**src/hdl/pss_defines.svh**
```systemverilog
`ifndef PSS_DEFINES_SVH
`define PSS_DEFINES_SVH

// Register byte offsets on the AHB-Lite slave
`define PSS_OFS_CTRL        8'h00
`define PSS_OFS_REF         8'h04
`define PSS_OFS_MAIN        8'h08
`define PSS_OFS_STATUS      8'h0C

// Control register fields
`define PSS_CTRL_SETTLE_LSB 0
`define PSS_CTRL_SETTLE_MSB 15
`define PSS_CTRL_SOFT_SAVE  16
`define PSS_SETTLE_RST      16'h0100

// Shift register layout, bit 0 is the last bit shifted in
`define PSS_SR_WIDTH        20
`define PSS_SR_DEST_BIT     0
`define PSS_REF_LSB         1
`define PSS_REF_MSB         17
`define PSS_MAIN_LSB        1
`define PSS_MAIN_MSB        19

// Latch reset values
`define PSS_REF_COUNT_RST   14'h0003
`define PSS_MAIN_COUNT_RST  11'h003
`define PSS_SWALLOW_RST     7'h00

// Timing
`define PSS_CLK_NS          40
`define PSS_LOCK_NS         120
`define PSS_LOCK_CYC        (`PSS_LOCK_NS / `PSS_CLK_NS)
`define PSS_LIMIT_NS        80
`define PSS_LIMIT_CYC       (`PSS_LIMIT_NS / `PSS_CLK_NS)

`endif

```
**src/hdl/pss_pkg.sv**
```systemverilog
`default_nettype none
package pss_pkg;

   typedef struct packed
   {
      logic        monitor_select;
      logic        phase_polarity_select;
      logic        prescaler_ratio_select;
      logic [13:0] ref_count;
   } pss_ref_t;

   typedef struct packed
   {
      logic        pump_current_select;
      logic [10:0] main_count;
      logic [6:0]  swallow_count;
   } pss_main_t;

   typedef struct packed
   {
      logic drive;
      logic drive_oe;
      logic high_current;
   } pss_pump_t;

   typedef struct packed
   {
      logic level;
      logic oe;
   } pss_od_t;

   typedef enum logic [1:0]
   {
      PWR_SAVE,
      PWR_SETTLE,
      PWR_RUN
   } pss_pwr_t;

endpackage
`default_nettype wire

```
**src/hdl/pss_sync.sv**
```systemverilog
`default_nettype none
module pss_sync
#(
   parameter int WIDTH = 1
)
(
   input  wire logic             i_clock,
   input  wire logic             i_rstn,
   input  wire logic [WIDTH-1:0] i_async,
   output logic      [WIDTH-1:0] o_sync
);

   genvar g;

   generate
      for (g = 0; g < WIDTH; g++)
      begin : g_bit
         logic meta_ff;
         logic sync_ff;
         always_ff @(posedge i_clock)
         begin
            if (!i_rstn)
            begin
               meta_ff <= 1'b0;
               sync_ff <= 1'b0;
            end
            else
            begin
               meta_ff <= i_async[g];
               sync_ff <= meta_ff;
            end
         end
         assign o_sync[g] = sync_ff;
      end
   endgenerate

endmodule
`default_nettype wire

```
**src/hdl/pss_core.sv**
```systemverilog
// Functional notes
// - Each serial clock rising edge shifts one data bit in.
// - Strobe rise latches word: destination high to reference, low to main.
// - Reference count is 14-bit binary, 3 to 16383; host never loads below 3.
// - Main count is 11-bit binary, 3 to 2047; host never loads below 3.
// - Swallow count is 7-bit binary, accepted over 0 to 127.
// - Prescaler select high gives 64/65, low gives 128/129.
// - Pump current select high gives 6.0 mA, low gives 1.5 mA.
// - Monitor select high routes frequency monitor, low routes lock.
// - Polarity high: reference lead drives pump high, lag drives it low.
// - Polarity low: roles swap, reference lead drives pump low.
// - Monitor carries divided reference if polarity high, divided VCO if low.
// - Pump output enable low forces pump output to high impedance.
// - Power save low enters low power with pump output high impedance.
// - Lock indicator stays high during power saving.
// - Power save high returns the device to normal operation; here only with CTRL soft save bit 16 clear, after the settle count.
// - After power save exit, phase error output magnitude is limited.
// - VCO division is prescaler modulus times main count plus swallow count.
//
// The address map and the AHB-Lite register port were chosen for this implementation.
`include "pss_defines.svh"
`default_nettype none
module pss_core
(
   input  wire logic             i_clock,
   input  wire logic             i_rstn,
   input  wire logic             i_sdata,
   input  wire logic             i_sclk,
   input  wire logic             i_load_strobe,
   input  wire logic             i_power_save_n,
   input  wire logic             i_pump_output_enable,
   input  wire logic             i_ref_tick,
   input  wire logic             i_vco_tick,
   input  wire logic             i_hsel,
   input  wire logic [31:0]      i_haddr,
   input  wire logic [1:0]       i_htrans,
   input  wire logic             i_hwrite,
   input  wire logic [2:0]       i_hsize,
   input  wire logic [31:0]      i_hwdata,
   input  wire logic             i_hready,
   output logic      [31:0]      o_hrdata,
   output logic                  o_hreadyout,
   output logic                  o_hresp,
   output pss_pkg::pss_pump_t    o_pump,
   output logic                  o_phase_ref,
   output pss_pkg::pss_od_t      o_phase_vco,
   output logic                  o_monitor,
   output logic                  o_prescaler_ratio_select,
   output logic                  o_power_save
);
   import pss_pkg::*;

   logic [4:0]                   pin_sync;
   logic                         sdata_s;
   logic                         sclk_s;
   logic                         strobe_s;
   logic                         power_save_n_s;
   logic                         pump_en_s;
   logic                         sclk_d_ff;
   logic                         strobe_d_ff;
   logic                         sclk_rise;
   logic                         strobe_rise;
   logic [`PSS_SR_WIDTH-1:0]     shift_ff;
   pss_ref_t                     ref_ff;
   pss_main_t                    main_ff;
   logic [16:0]                  ctrl_ff;
   pss_pwr_t                     pwr_ff;
   pss_pwr_t                     nxt_pwr;
   logic [15:0]                  settle_ff;
   logic                         save_request;
   logic                         dividers_run;
   logic [13:0]                  ref_cnt_ff;
   logic [17:0]                  vco_cnt_ff;
   logic [17:0]                  vco_total;
   logic [17:0]                  vco_last;
   logic                         ref_pulse_ff;
   logic                         vco_pulse_ff;
   logic                         ref_tog_ff;
   logic                         vco_tog_ff;
   logic                         up_ff;
   logic                         dn_ff;
   logic                         nxt_up;
   logic                         nxt_dn;
   logic [7:0]                   pw_cnt_ff;
   logic                         lock_ff;
   logic                         lead;
   logic                         lag;
   logic                         limited;
   logic                         pump_allowed;
   logic                         addr_ok;
   logic                         wr_pend_ff;
   logic [7:0]                   wr_addr_ff;
   logic [31:0]                  hrdata_ff;
   logic [16:0]                  ctrl_view;

   pss_sync
   #(
      .WIDTH (5)
   )
   u_pin_sync
   (
      .i_clock (i_clock),
      .i_rstn  (i_rstn),
      .i_async ({i_sdata, i_sclk, i_load_strobe, i_power_save_n,
                 i_pump_output_enable}),
      .o_sync  (pin_sync)
   );

   assign sdata_s        = pin_sync[4];
   assign sclk_s         = pin_sync[3];
   assign strobe_s       = pin_sync[2];
   assign power_save_n_s = pin_sync[1];
   assign pump_en_s      = pin_sync[0];

   // Edge detection on the synchronised serial pins
   always_ff @(posedge i_clock)
   begin
      if (!i_rstn)
      begin
         sclk_d_ff   <= 1'b0;
         strobe_d_ff <= 1'b0;
      end
      else
      begin
         sclk_d_ff   <= sclk_s;
         strobe_d_ff <= strobe_s;
      end
   end

   assign sclk_rise   = sclk_s & ~sclk_d_ff;
   assign strobe_rise = strobe_s & ~strobe_d_ff;

   // Serial shift register, newest bit at bit 0
   always_ff @(posedge i_clock)
   begin
      if (!i_rstn)
      begin
         shift_ff <= '0;
      end
      else if (sclk_rise)
      begin
         shift_ff <= {shift_ff[`PSS_SR_WIDTH-2:0], sdata_s};
      end
   end

   // Divider and configuration latches
   always_ff @(posedge i_clock)
   begin
      if (!i_rstn)
      begin
         ref_ff.monitor_select         <= 1'b0;
         ref_ff.phase_polarity_select  <= 1'b0;
         ref_ff.prescaler_ratio_select <= 1'b0;
         ref_ff.ref_count              <= `PSS_REF_COUNT_RST;
         main_ff.pump_current_select   <= 1'b0;
         main_ff.main_count            <= `PSS_MAIN_COUNT_RST;
         main_ff.swallow_count         <= `PSS_SWALLOW_RST;
      end
      else if (strobe_rise)
      begin
         if (shift_ff[`PSS_SR_DEST_BIT])
         begin
            ref_ff <= pss_ref_t'(shift_ff[`PSS_REF_MSB:`PSS_REF_LSB]);
         end
         else
         begin
            main_ff <= pss_main_t'(shift_ff[`PSS_MAIN_MSB:`PSS_MAIN_LSB]);
         end
      end
   end

   // Power saving sequence
   assign save_request = ~power_save_n_s | ctrl_ff[`PSS_CTRL_SOFT_SAVE];

   always_comb
   begin
      nxt_pwr = pwr_ff;
      case (pwr_ff)
         PWR_SAVE:
         begin
            if (!save_request)
            begin
               nxt_pwr = PWR_SETTLE;
            end
         end
         PWR_SETTLE:
         begin
            if (save_request)
            begin
               nxt_pwr = PWR_SAVE;
            end
            else if (settle_ff == 16'h0000)
            begin
               nxt_pwr = PWR_RUN;
            end
         end
         PWR_RUN:
         begin
            if (save_request)
            begin
               nxt_pwr = PWR_SAVE;
            end
         end
         default:
         begin
            nxt_pwr = PWR_SAVE;
         end
      endcase
   end

   always_ff @(posedge i_clock)
   begin
      if (!i_rstn)
      begin
         pwr_ff <= PWR_SAVE;
      end
      else
      begin
         pwr_ff <= nxt_pwr;
      end
   end

   always_ff @(posedge i_clock)
   begin
      if (!i_rstn)
      begin
         settle_ff <= 16'h0000;
      end
      else if (pwr_ff == PWR_SAVE)
      begin
         settle_ff <= ctrl_ff[`PSS_CTRL_SETTLE_MSB:`PSS_CTRL_SETTLE_LSB];
      end
      else if (pwr_ff == PWR_SETTLE && settle_ff != 16'h0000)
      begin
         settle_ff <= settle_ff - 16'h0001;
      end
   end

   assign dividers_run = (pwr_ff != PWR_SAVE);

   // Pulse swallow division ratio
   assign vco_total = (ref_ff.prescaler_ratio_select ?
                       {1'b0, main_ff.main_count, 6'h00} :
                       {main_ff.main_count, 7'h00})
                      + {11'h000, main_ff.swallow_count};
   assign vco_last  = vco_total - 18'h00001;

   // Dividers restart together when power saving ends
   always_ff @(posedge i_clock)
   begin
      if (!i_rstn || !dividers_run)
      begin
         ref_cnt_ff   <= 14'h0000;
         ref_pulse_ff <= 1'b0;
      end
      else if (i_ref_tick)
      begin
         if (ref_cnt_ff >= ref_ff.ref_count - 14'h0001)
         begin
            ref_cnt_ff   <= 14'h0000;
            ref_pulse_ff <= 1'b1;
         end
         else
         begin
            ref_cnt_ff   <= ref_cnt_ff + 14'h0001;
            ref_pulse_ff <= 1'b0;
         end
      end
      else
      begin
         ref_pulse_ff <= 1'b0;
      end
   end

   always_ff @(posedge i_clock)
   begin
      if (!i_rstn || !dividers_run)
      begin
         vco_cnt_ff   <= 18'h00000;
         vco_pulse_ff <= 1'b0;
      end
      else if (i_vco_tick)
      begin
         if (vco_cnt_ff >= vco_last)
         begin
            vco_cnt_ff   <= 18'h00000;
            vco_pulse_ff <= 1'b1;
         end
         else
         begin
            vco_cnt_ff   <= vco_cnt_ff + 18'h00001;
            vco_pulse_ff <= 1'b0;
         end
      end
      else
      begin
         vco_pulse_ff <= 1'b0;
      end
   end

   // Square wave copies of the divided rates for the monitor pin
   always_ff @(posedge i_clock)
   begin
      if (!i_rstn)
      begin
         ref_tog_ff <= 1'b0;
         vco_tog_ff <= 1'b0;
      end
      else
      begin
         ref_tog_ff <= ref_tog_ff ^ ref_pulse_ff;
         vco_tog_ff <= vco_tog_ff ^ vco_pulse_ff;
      end
   end

   // Phase frequency detector
   assign nxt_up = (up_ff | ref_pulse_ff) & ~(dn_ff | vco_pulse_ff);
   assign nxt_dn = (dn_ff | vco_pulse_ff) & ~(up_ff | ref_pulse_ff);

   always_ff @(posedge i_clock)
   begin
      if (!i_rstn || !dividers_run)
      begin
         up_ff <= 1'b0;
         dn_ff <= 1'b0;
      end
      else
      begin
         up_ff <= nxt_up;
         dn_ff <= nxt_dn;
      end
   end

   always_ff @(posedge i_clock)
   begin
      if (!i_rstn || !(up_ff | dn_ff))
      begin
         pw_cnt_ff <= 8'h00;
      end
      else if (pw_cnt_ff != 8'hFF)
      begin
         pw_cnt_ff <= pw_cnt_ff + 8'h01;
      end
   end

   // Lock holds while error pulses stay short
   always_ff @(posedge i_clock)
   begin
      if (!i_rstn)
      begin
         lock_ff <= 1'b0;
      end
      else if (!dividers_run)
      begin
         lock_ff <= 1'b1;
      end
      else if ((up_ff | dn_ff) && pw_cnt_ff > 8'(`PSS_LOCK_CYC))
      begin
         lock_ff <= 1'b0;
      end
      else if ((up_ff | dn_ff) && !(nxt_up | nxt_dn))
      begin
         lock_ff <= 1'b1;
      end
   end

   // Polarity maps detector state onto lead and lag
   assign lead = ref_ff.phase_polarity_select ? up_ff : dn_ff;
   assign lag  = ref_ff.phase_polarity_select ? dn_ff : up_ff;

   // Error pulses are clipped while settling after power save
   assign limited = (pwr_ff == PWR_SETTLE) &&
                    (pw_cnt_ff >= 8'(`PSS_LIMIT_CYC));

   assign pump_allowed = pump_en_s && (pwr_ff != PWR_SAVE) &&
                         !limited;

   always_ff @(posedge i_clock)
   begin
      if (!i_rstn)
      begin
         o_pump                   <= '0;
         o_phase_ref              <= 1'b0;
         o_phase_vco              <= '0;
         o_monitor                <= 1'b0;
         o_prescaler_ratio_select <= 1'b0;
         o_power_save             <= 1'b1;
      end
      else
      begin
         o_pump.drive        <= lead;
         o_pump.drive_oe     <= (lead | lag) & pump_allowed;
         o_pump.high_current <= main_ff.pump_current_select;
         o_phase_ref         <= lag;
         o_phase_vco.level   <= 1'b0;
         o_phase_vco.oe      <= lead;
         if (ref_ff.monitor_select)
         begin
            o_monitor <= ref_ff.phase_polarity_select ?
                         ref_tog_ff : vco_tog_ff;
         end
         else
         begin
            o_monitor <= lock_ff;
         end
         o_prescaler_ratio_select <= ref_ff.prescaler_ratio_select;
         o_power_save             <= (pwr_ff == PWR_SAVE);
      end
   end

   // AHB-Lite slave, zero wait states
   function automatic logic [31:0] read_word
   (
      input logic [7:0]  addr,
      input logic [16:0] ctrl
   );
      logic [31:0] word;
      word = 32'h0000_0000;
      if (addr == `PSS_OFS_CTRL)
      begin
         word = {15'h0000, ctrl};
      end
      else if (addr == `PSS_OFS_REF)
      begin
         word = {15'h0000, ref_ff};
      end
      else if (addr == `PSS_OFS_MAIN)
      begin
         word = {13'h0000, main_ff};
      end
      else if (addr == `PSS_OFS_STATUS)
      begin
         word = {26'h0000000, pwr_ff, lock_ff, up_ff, dn_ff,
                 save_request};
      end
      return word;
   endfunction

   assign addr_ok = i_hsel && i_htrans[1] && i_hready &&
                    (i_haddr[31:8] == 24'h000000);

   assign ctrl_view = (wr_pend_ff && wr_addr_ff == `PSS_OFS_CTRL) ?
                      i_hwdata[16:0] : ctrl_ff;

   always_ff @(posedge i_clock)
   begin
      if (!i_rstn)
      begin
         wr_pend_ff <= 1'b0;
         wr_addr_ff <= 8'h00;
      end
      else
      begin
         wr_pend_ff <= addr_ok && i_hwrite;
         wr_addr_ff <= i_haddr[7:0];
      end
   end

   always_ff @(posedge i_clock)
   begin
      if (!i_rstn)
      begin
         ctrl_ff <= {1'b0, `PSS_SETTLE_RST};
      end
      else if (wr_pend_ff && wr_addr_ff == `PSS_OFS_CTRL)
      begin
         ctrl_ff <= i_hwdata[16:0];
      end
   end

   always_ff @(posedge i_clock)
   begin
      if (!i_rstn)
      begin
         hrdata_ff <= 32'h0000_0000;
      end
      else if (addr_ok && !i_hwrite)
      begin
         hrdata_ff <= read_word(i_haddr[7:0], ctrl_view);
      end
   end

   assign o_hrdata    = hrdata_ff;
   assign o_hreadyout = 1'b1;
   assign o_hresp     = 1'b0;

endmodule
`default_nettype wire

```
**config.mk**
```make
export PLATFORM = sky130hd
export DESIGN_NAME = pss_core
export DESIGN_NICKNAME = d
export VERILOG_FILES = /design/src/hdl/pss_pkg.sv /design/src/hdl/pss_sync.sv /design/src/hdl/pss_core.sv
export VERILOG_INCLUDE_DIRS = /design/src /design/src/hdl
export SDC_FILE = /design/constraint.sdc
export NUM_CORES = 1
export LEC_CHECK = 0
export BUFFER_PORTS_ARGS = -buffer_cell sky130_fd_sc_hd__clkbuf_2
export CAP_MARGIN = 30
export CORE_ASPECT_RATIO = 0.8
export CORE_MARGIN = 2
export CORE_UTILIZATION = 58
export DETAILED_ROUTE_END_ITERATION = 7
export GPL_TIMING_DRIVEN = 0
export HOLD_SLACK_MARGIN = 0.1
export PLACE_DENSITY_LB_ADDON = 0.12
export SYNTH_ARGS = -nofsm -noshare
export SYNTH_HDL_FRONTEND = slang
export SYNTH_SLANG_ARGS = --single-unit
```
**constraint.sdc**
```tcl
create_clock -name i_clock -period 5.27 [get_ports i_clock]
set_clock_uncertainty 0.05 [all_clocks]
set_input_delay 0.527 -clock i_clock [delete_from_list [all_inputs] [get_ports i_clock]]
set_output_delay 0.527 -clock i_clock [all_outputs]
set_load 0.02 [all_outputs]
```
# Yosys cells after proc, flatten, opt, wreduce, memory -nomap -nowiden
# Cells that the tools add are included.
[totals]
register_bits = 199
out_inout_bits = 43
[classes]
reduce_logical = 33
mux = 24
bitwise = 21
order_cmp = 4
addsub = 7
n_eq_ne = 10
[ops]
columns = ["operator", "count"]
rows = [
  ["2-to-1 mux 19 bit", 3],
  ["2-to-1 mux 18 bit", 2],
  ["2-to-1 mux 16 bit", 2],
  ["logical NOT 24 bit", 1],
  ["adder 18 x 1 -> 18 bit, second input constant", 1],
  ["adder 18 x 7 -> 18 bit", 1],
  ["greater-or-equal comparator 18 bit", 1],
  ["subtractor 18 x 1 -> 18 bit, second input constant", 1],
  ["2-to-1 mux 17 bit", 1],
  ["== test 8 x 4 -> 1 bit, second input constant", 2],
  ["logical NOT 16 bit", 1],
  ["logical NOT 8 bit", 2],
  ["nonzero test 16 bit", 1],
  ["subtractor 16 x 1 -> 16 bit, second input constant", 1],
  ["adder 14 x 1 -> 14 bit, second input constant", 1],
  ["greater-or-equal comparator 14 bit", 1],
  ["2-to-1 mux 14 bit", 1],
  ["subtractor 14 x 1 -> 14 bit, second input constant", 1],
  ["logical AND 1 bit", 12],
  ["2-to-1 mux 1 bit", 9],
  ["adder 8 x 1 -> 8 bit, second input constant", 1],
  ["== test 8 x 3 -> 1 bit, second input constant", 1],
  ["greater-or-equal comparator 8 x 2 -> 1 bit, second input constant", 1],
  ["greater-than comparator 8 x 2 -> 1 bit, second input constant", 1],
  ["other kinds (20)", 50],
]

# Depth between registers and ports, before layout
# Gate-level depths: netlist (run 1).
[depth]
ltp_word = 9
depth_mapped = 20
ltp_nobuf = 17

# Cells and area by module
# From an unflattened synthesis (run 1), not the netlist that was laid out.
[hier_totals]
hier_cells = 1143
hier_area_um2 = 9572.9
[by_module_without_submodules]
columns = ["module", "instances", "cells_each", "area_each_um2", "seq_area_each_um2"]
rows = [
  ["pss_core", 1, 1118, 9272.6, 3503.4],
  ["pss_sync", 1, 25, 300.3, 200.2],
]

# Worst setup path before layout (run 1)
# OpenSTA, ideal clock, no wires.
[synth_timing]
path_type = "register -> register"
start = "reg ref_ff[14] (netlist bit)"
end = "reg vco_cnt_ff[16]"
setup_ns = 0.129
stages_incl_launch_ff = 21
synth_period_minus_slack_ns = 4.358
path_slack_ns = 0.912
path_buffers = 3
t_arrival_ns = 4.178
cell_sequence = "dfxtp_1 -> clkbuf_1 -> buf_1 -> nand2_1 -> ha_1 -> inv_1 -> ha_1 -> o21ai_0 -> a21boi_0 -> a2bb2oi_1 -> a21oi_1 -> o21ai_0 -> xnor2_1 -> ha_1 -> nand4_1 -> or3_1 -> nor2_1 -> a21oi_1 -> a21boi_1 -> buf_2 -> nor3_1"
[synth_between]
elab_chain_len = 5
[synth_rtl]
columns = ["element", "line", "text"]
rows = [
  ["start: declaration", "pss_core.sv:64", "pss_ref_t ref_ff;"],
  ["start signal: assignment", "pss_core.sv:163", "ref_ff <= pss_ref_t'(shift_ff[`PSS_REF_MSB:`PSS_REF_LSB]);"],
  ["2-to-1 mux 18 bit", "pss_core.sv:242", "assign vco_total = (ref_ff.prescaler_ratio_select ?"],
  ["adder 18 x 7 -> 18 bit", "pss_core.sv:245", "+ {11'h000, main_ff.swallow_count};"],
  ["subtractor 18 x 1 -> 18 bit", "pss_core.sv:246", "assign vco_last = vco_total - 18'h00001;"],
  ["greater-or-equal comparator 18 bit", "pss_core.sv:284", "if (vco_cnt_ff >= vco_last)"],
  ["2-to-1 mux 18 bit", "pss_core.sv:284", ""],
  ["end signal: assignment", "pss_core.sv:291", "vco_cnt_ff <= vco_cnt_ff + 18'h00001;"],
  ["end: declaration", "pss_core.sv:73", "logic [17:0] vco_cnt_ff;"],
]
# No other way between the ends.
# A chain may end at the register's enable or synchronous reset.

# Final worst setup path (run 1)
[layout_timing]
start = "reg ref_ff[14] (netlist bit)"
end = "reg vco_cnt_ff[17]"
# The elaborated chain is that of the path after synthesis.

==> results of run 1 <==
power by group:
part           leakage, nW  internal [mW]  switching (mW)
Clock                0.302          0.651           0.660
Combinational         2.77         0.0635          0.0986
Sequential            1.50           1.41         0.00772
cells in the final DEF (no fill, tap or decap), types with 12 or more instances in the layout:
| master | n |
|---|---|
| sky130_fd_sc_hd__a21o_1 | 16 |
| sky130_fd_sc_hd__nand3_1 | 24 |
| sky130_fd_sc_hd__a2111oi_0 | 14 |
| sky130_fd_sc_hd__a211oi_1 | 17 |
| sky130_fd_sc_hd__clkbuf_1 | 44 |
| sky130_fd_sc_hd__conb_1 | 16 |
| sky130_fd_sc_hd__and3_1 | 15 |
| sky130_fd_sc_hd__nor3_1 | 34 |
| sky130_fd_sc_hd__xor2_1 | 25 |
| sky130_fd_sc_hd__and2_1 | 25 |
| sky130_fd_sc_hd__nor2_1 | 101 |
| sky130_fd_sc_hd__clkbuf_16 | 17 |
| sky130_fd_sc_hd__a221oi_1 | 13 |
| sky130_fd_sc_hd__a21oi_1 | 103 |
| sky130_fd_sc_hd__mux2i_1 | 32 |
| sky130_fd_sc_hd__inv_1 | 38 |
| sky130_fd_sc_hd__o21ai_0 | 19 |
| sky130_fd_sc_hd__nand2_1 | 156 |
| sky130_fd_sc_hd__xnor2_1 | 31 |
| sky130_fd_sc_hd__buf_4 | 17 |
| sky130_fd_sc_hd__ha_1 | 57 |
| sky130_fd_sc_hd__nor4_1 | 12 |
| sky130_fd_sc_hd__nand4_1 | 17 |
| sky130_fd_sc_hd__clkbuf_2 | 87 |
| sky130_fd_sc_hd__dfxtp_1 | 185 |
routing by layer:
layer  part of all wire  up-vias  wire length [um]  track usage
met2               0.42      402             10700        0.425
met1               0.47     4084             11900        0.437
li1                   -     4245                 -            -
met3              0.092       33              2320       0.0651
met5                  0        -                 0            0
met4              0.012        0               298       0.0649
stage by stage:
step	cells	setup slack [ns]
floorplan	1153	0.912
global placement	1460	-0.135
detailed placement	1461	-0.195
CTS	1493	0.0692
global route	1492	0.0868
finish	1492	0.421
area by class of cell:
class | count | area, um^2 | area share
inverter | 38 | 143 | 0.0130
clock inverter | 15 | 198 | 0.0180
tap | 220 | 275 | 0.0250
clock buffer | 17 | 425 | 0.0386
timing repair buffer | 88 | 440 | 0.0400
buffer | 75 | 378 | 0.0343
multi-input combinational | 854 | 5450 | 0.495
sequential | 185 | 3700 | 0.336
worst paths after layout:
path              cells past startpoint  slack, ns                           to
setup reg to reg                     19       0.42               vco_cnt_ff[17]
hold / removal                        2       0.23  u_pin_sync.g_bit[4].meta_ff
setup / recovery                     19       0.42               vco_cnt_ff[17]
hold reg to reg                       1       0.39  u_pin_sync.g_bit[3].sync_ff
cells by family (layout without fill, tap and decap cells):
logic type      Yosys count  count (layout)  synth area share
compound gates          244             244             0.168
other cells               2              16          0.000782
buf+inv                 114             233            0.0542
simple gates            444             444             0.226
mux                      36              36            0.0380
fa+ha+maj                58              58            0.0763
flops                   185             185             0.386
xor+xnor                 56              56            0.0511
flip-flops by register name, summed over array words and instances (netlist names), 2 cells and up:
name	flops
pw_cnt_ff	8
u_pin_sync.g_bit.sync_ff	5
u_pin_sync.g_bit.meta_ff	5
ctrl_ff	17
vco_cnt_ff	18
shift_ff	20
o_hrdata	19
ref_ff	17
wr_addr_ff	8
ref_cnt_ff	14
o_pump	2
main_ff	19
settle_ff	16
pwr_ff	2
timing repair:
action | CTS | global route
gates resized for setup | 2 | 3
hold endpoints to repair | 0 | 0
endpoints found under the setup margin | 14 | 14
critical path, delay by kind of cell (launching register included):
family,cells,cell delay [ns]
AOI/OAI and AO/OA,7,1.56
xor gates and xnor gates,1,0.11
adders and majority gates,3,0.95
buffers and inverters,3,0.65
DFF,1,0.52
and+or+nand+nor,5,0.85
==> flow_summary.toml, run 1 <==
[timing]
unrepaired_setup_endpoints_after_global_routing = "false"
hold_viol = 0
timing.final.setup_violations = 0
finalMaxSlewViolations = 0
timing.fmax_mhz = 206
final_worst_path_period_need_ns = 4.85
transition_time_at_the_pin_with_the_least_slew_margin_ns = 0.716
fin_hold_ws_ns = 0.225
layout_worst_path_cycle_share = 0.920
timing.slew.headroom = 0.522
setup_tns_after_final_layout_ns = 0

[die]
floorplan.die.width_um = 148
floorplan.core_area_um2 = 16400
start_util = 0.586
die_ht_um = 119
area_of_the_die_um2 = 17600
rows = 42
ioPinCount = 124

[finish]
number_of_inserted_diodes = 0
fillcell_total = 1415
final_cell_area_um2 = 11000
design.final.nets = 1398
postLayoutCoreUtil = 0.672
final_layout_size_suffix_gt1_frac = 0.134
area_growth_pct = 14.6

[detailed_routing]
via_count = 8764
final_antenna_net_count = 0
drt_first_pass_iters = 5
initialDrtViolationCount = 902
totalWireLength_mm = 25.2
viasPerCell = 5.87
routed_wire_length_per_instance_um = 16.9
detail_route.drc_violations = 0

[cts]
total_setup_buffers_inserted_after_cts = 0
insertion_delay_ns = 0.45
htree_num_levels = 4
tritoncts = "done"
cts_hold_buf = 0
cts_num_sinks = 185
clk_root_buffer_cell = "sky130_fd_sc_hd__clkbuf_16"
clock_path_buffers = 2
cts.clk_slew.worst_paths_ns = 0.08
num_cts_buffers = 17

[grt]
grt_util_all_layers = 0.291
pin_count_of_the_biggest_net_entering_global_routing = 22
first_global_vias = 7866
grt_overflow = 0
grt_antenna_before_repair = 0
grt_first_pass_wirelength_mm = 40.3

[yosys]
synth.largest_area_cell = "sky130_fd_sc_hd__dfxtp_1"
synth_largest_type_area_fraction = 0.386
postSynth.asyncResetShare = 0
synth-seq-area-share = 0.386
post_synth_instance_area_um2 = 9600
ys.flop_type = "sky130_fd_sc_hd__dfxtp_1"
synth_enable_flop_cells = 0
synth-seq-cells = 185
synth_most_common_cell = "sky130_fd_sc_hd__dfxtp_1"
ys_top_cells_by_area = "sky130_fd_sc_hd__dfxtp_1, sky130_fd_sc_hd__ha_1, sky130_fd_sc_hd__nand2_1, sky130_fd_sc_hd__a21oi_1, sky130_fd_sc_hd__nor2_1"
syn_area_per_cell_um2 = 8.43
syn-instance-count = 1139
synth_cell_types = 73
ys_top_cells_by_count = "sky130_fd_sc_hd__dfxtp_1, sky130_fd_sc_hd__nand2_1, sky130_fd_sc_hd__a21oi_1"
yosys_warnings = 0

[flow_run]
maxCapViolCount = 0

[critical_path]
critical_path.endpoint_type = "flop"
critical_path.max_stage_delay_ns = 0.52
crit-reg2reg-launch = "ref_ff[14]"
worst_path_most_repeated_cell = "sky130_fd_sc_hd__ha_1"
timing.critical_path.from = "ref_ff[14]"
critPathArrivalTime_ns = 5.10
cp_cell_sequence = "clkbuf_4, nand2_1, ha_1, inv_1, ha_1, o21ai_0, a21boi_0, a2bb2oi_2, a21oi_1, o21ai_0, xnor2_1, ha_1, nand4_1, or3_1, nor2_1, a21oi_1, a21boi_2, buf_2, nor3_1"
start_kind = "flop"
worst_path_max_delay_cell = "sky130_fd_sc_hd__dfxtp_1"
critPathKind = "flop to flop"
crit_path_max_fanout = 10
critical_path_required_ns = 5.53

[placed_design]
gp_congestion = 0.897
buffer_ports.inserted = 87
dp_hpwl_mm = 19.0
dpl-instance-area_um2 = 10400

[pwr]
power.static_leakage_nw = 4.57
total_power_mw = 2.89
vdd_drop_max_mv = 0.208
power_per_cell_area_nw_per_um2 = 262

[min_path]
hold_path.class = "input port to flop"
hold_start = "i_sdata"

[status]
outcome = "complete, no violations"
Note: power is estimated with default switching activity, not from simulation.
==> run 2, diff against run 1 <==
--- a/config.mk
+++ b/config.mk
@@ -15,6 +15,8 @@
 export GPL_TIMING_DRIVEN = 0
 export HOLD_SLACK_MARGIN = 0.1
 export PLACE_DENSITY_LB_ADDON = 0.12
+export SLEW_MARGIN = 20
 export SYNTH_ARGS = -nofsm -noshare
 export SYNTH_HDL_FRONTEND = slang
+export SYNTH_HIERARCHICAL = 1
 export SYNTH_SLANG_ARGS = --single-unit
==> run 2 against run 1 <==
  * Critical path depth fell by 2
  * Sequential share of layout area up 0.34 points
  * First-iteration DRC count is 9.8% lower
  * The run now ends with design-rule violations left
  * Clock-buffer cell count up 4
  * Largest cell class unchanged
  * Largest power group unchanged
  * Non-clock buffer count rose by 1
  * Critical endpoint is now vco_cnt_ff[5]
  * Register-to-register slack better by 0.02 ns
  * Area after synthesis is 0.33% lower
==> flow_summary.toml, run 2 <==
[timing]
timing.final.setup_violations = 0
timing.slew.headroom = 0.405
transition_time_at_the_pin_with_the_least_slew_margin_ns = 0.889
hold_viol = 0
finalMaxSlewViolations = 0
setup_ws_ns = 0.441
setup_tns_after_final_layout_ns = 0
layout_worst_path_cycle_share = 0.916
unrepaired_setup_endpoints_after_global_routing = "false"
final_worst_path_period_need_ns = 4.83
timing.fmax_mhz = 207

[critical_path]
critical_path_required_ns = 5.52
critical_path.endpoint_type = "flop"
cp_cell_sequence = "clkbuf_1, buf_2, mux2i_1, inv_1, ha_1, a21oi_1, o311ai_0, or3_1, o211a_1, a211oi_1, ha_1, nand4_1, nor2_1, o2111ai_1, a21boi_2, clkbuf_2, nor3_1"
critPathArrivalTime_ns = 5.08
worst_r2r_endpoint = "vco_cnt_ff[5]"
crit_path_max_fanout = 10
worst-r2r-cell-count = 17
crit-reg2reg-launch = "ref_ff[14]"
critical_path.max_stage_delay_ns = 0.42
worst_path_max_delay_cell = "sky130_fd_sc_hd__a21boi_2"
r2r_slack_ns = 0.44
critPathKind = "flop to flop"
worst_path_most_repeated_cell = "sky130_fd_sc_hd__ha_1"
start_kind = "flop"

[placed_design]
gp_congestion = 0.961
dpl-instance-area_um2 = 10300
dp_hpwl_mm = 18.4
preCtsSetupSlack_ns = 0.0688
buffer_ports.inserted = 86

[yosys]
synth-seq-area-share = 0.387
syn_area_per_cell_um2 = 8.38
postSynth.asyncResetShare = 0
synth_most_common_cell = "sky130_fd_sc_hd__dfxtp_1"
post_synth_instance_area_um2 = 9570
synth_cell_types = 64
synth_enable_flop_cells = 0
yosys_warnings = 6
synth.largest_area_cell = "sky130_fd_sc_hd__dfxtp_1"
synth_largest_type_area_fraction = 0.387
synth-seq-cells = 185
ys_top_cells_by_area = "sky130_fd_sc_hd__dfxtp_1, sky130_fd_sc_hd__ha_1, sky130_fd_sc_hd__nand2_1, sky130_fd_sc_hd__a21oi_1, sky130_fd_sc_hd__nor2_1"
ys_top_cells_by_count = "sky130_fd_sc_hd__dfxtp_1, sky130_fd_sc_hd__nand2_1, sky130_fd_sc_hd__a21oi_1"
ys.flop_type = "sky130_fd_sc_hd__dfxtp_1"
syn-instance-count = 1143

[pwr]
power_per_cell_area_nw_per_um2 = 258
p_sw_uw = 692
netSwitchingFraction = 0.246
total_power_mw = 2.82
seq_power_share = 0.503
power.static_leakage_nw = 4.52
p_comb_frac = 0.062
vdd_drop_max_mv = 0.268
intPower_mw = 2.12
power_frac_clock = 0.435

[grt]
grt_antenna_before_repair = 0
first_global_vias = 7793
pin_count_of_the_biggest_net_entering_global_routing = 17
grt_util_all_layers = 0.278
grt_first_pass_wirelength_mm = 38.9
grt_overflow = 0

[detailed_routing]
via_count = 8552
initialDrtViolationCount = 814
detail_route.drc_violations = 3
viasPerCell = 5.74
totalWireLength_mm = 24.4
final_antenna_net_count = 0
drt_first_pass_iters = 8
routed_wire_length_per_instance_um = 16.4

[die]
floorplan.die.width_um = 148
die_ht_um = 119
rows = 41
floorplan.core_area_um2 = 16000
area_of_the_die_um2 = 17600
start_util = 0.600
ioPinCount = 124

[cts]
insertion_delay_ns = 0.44
clk_root_buffer_cell = "sky130_fd_sc_hd__clkbuf_16"
cts_num_sinks = 185
htree_num_levels = 4
cts.clk_slew.worst_paths_ns = 0.07
clock_path_buffers = 2
num_cts_buffers = 17
tritoncts = "done"

[finish]
largest_register_ffs = 20
mostFrequentLayoutCell = "sky130_fd_sc_hd__dfxtp_1"
area_growth_pct = 13.9
final_layout_size_suffix_gt1_frac = 0.142
number_of_inserted_diodes = 0
final_cell_area_um2 = 10900
most-common-layout-cells = "sky130_fd_sc_hd__dfxtp_1, sky130_fd_sc_hd__nand2_1, sky130_fd_sc_hd__a21oi_1, sky130_fd_sc_hd__nor2_1, sky130_fd_sc_hd__clkbuf_2"
design.final.nets = 1401
reg_with_most_ffs = "shift_ff"

[status]
outcome = "finished, violations left"
violations = "design-rule violations"

[flow_run]
maxCapViolCount = 0

[min_path]
hold_end = "u_pin_sync/g_bit[0].meta_ff"
hold_start = "i_pump_output_enable"
min_path_cells = 2
hold_path.class = "input port to flop"
## run 2: power groups by stage
| stage | Sequential, mW | Clock, mW | Combinational, mW |
|---|---|---|---|
| finish | 1.42 | 1.22 | 0.176 |
| global route | 1.42 | 1.29 | 0.192 |
| CTS | 1.42 | 1.24 | 0.173 |
| detailed placement | 1.45 | 0 | 0.171 |
| global placement | 1.45 | 0 | 0.169 |
| floorplan | 1.45 | 0 | 0.114 |
## run 2: worst max-delay path by stage
stage	start	end	slack (ns)
finish	ref_ff[14]	vco_cnt_ff[5]	0.44
global route	ref_ff[14]	vco_cnt_ff[14]	0.1
CTS	ref_ff[14]	vco_cnt_ff[5]	0.21
detailed placement	ref_ff[14]	vco_cnt_ff[14]	0.07
global placement	ref_ff[14]	vco_cnt_ff[4]	0.08
floorplan	ref_ff[14]	vco_cnt_ff[14]	1.18
## run 2: what timing repair did
item                                    CTS  global route
endpoints found under the setup margin    9            10
pin swaps                                 0             0
hold buffers                              0             0
buffers inserted                          0             0
gates cloned                              0             0
resized for setup                         1             4
## run 2: layout make-up
class                           count  area, um^2
Tap cell                          215         269
Clock inverter                     11        87.6
Clock buffer                       21         470
Inverter                           40         150
Multi-Input combinational cell    854        5400
Timing Repair Buffer               86         430
Sequential cell                   185        3700
Buffer                             78         388
Fill cell                        1344        5050
## run 2: metrics by stage
step / hold WS [ns] / util / cells
floorplan: 0.362 / - / 1157
global placement: 0.364 / 0.647 / 1458
detailed placement: 0.368 / 0.647 / 1458
CTS: 0.229 / 0.683 / 1490
global route: 0.242 / 0.683 / 1490
finish: 0.238 / 0.683 / 1490
## run 2: logic make-up (layout without fill, tap and decap cells)
kind of cell | count (synthesis) | count (layout) | share of synthesized area
AO/OA/AOI/OAI | 225 | 225 | 0.153
buffers and inverters | 118 | 236 | 0.0559
XOR/XNOR | 61 | 61 | 0.0558
multiplexers | 37 | 37 | 0.0413
adder cells (fa/ha/maj) | 58 | 58 | 0.0766
other | 2 | 16 | 0.000785
flip-flops | 185 | 185 | 0.387
AND/OR/NAND/NOR | 457 | 457 | 0.230
## run 2: critical path, delay by kind of cell (launching register included)
family | cells | cell delay [ns]
DFF | 1 | 0.31
adders and majority gates | 2 | 0.55
and+or+nand+nor | 4 | 0.88
AOI/OAI and AO/OA | 6 | 1.59
muxes | 1 | 0.30
buffers and inverters | 4 | 1.04
## run 2: per-layer routing
| metal | up-vias | GRT usage | part of all wire |
|---|---|---|---|
| met5 | - | 0 | 0 |
| met4 | 0 | 0.0691 | 0.014 |
| met3 | 31 | 0.0444 | 0.084 |
| met2 | 354 | 0.410 | 0.41 |
| met1 | 3940 | 0.423 | 0.49 |
| li1 | 4227 | - | - |
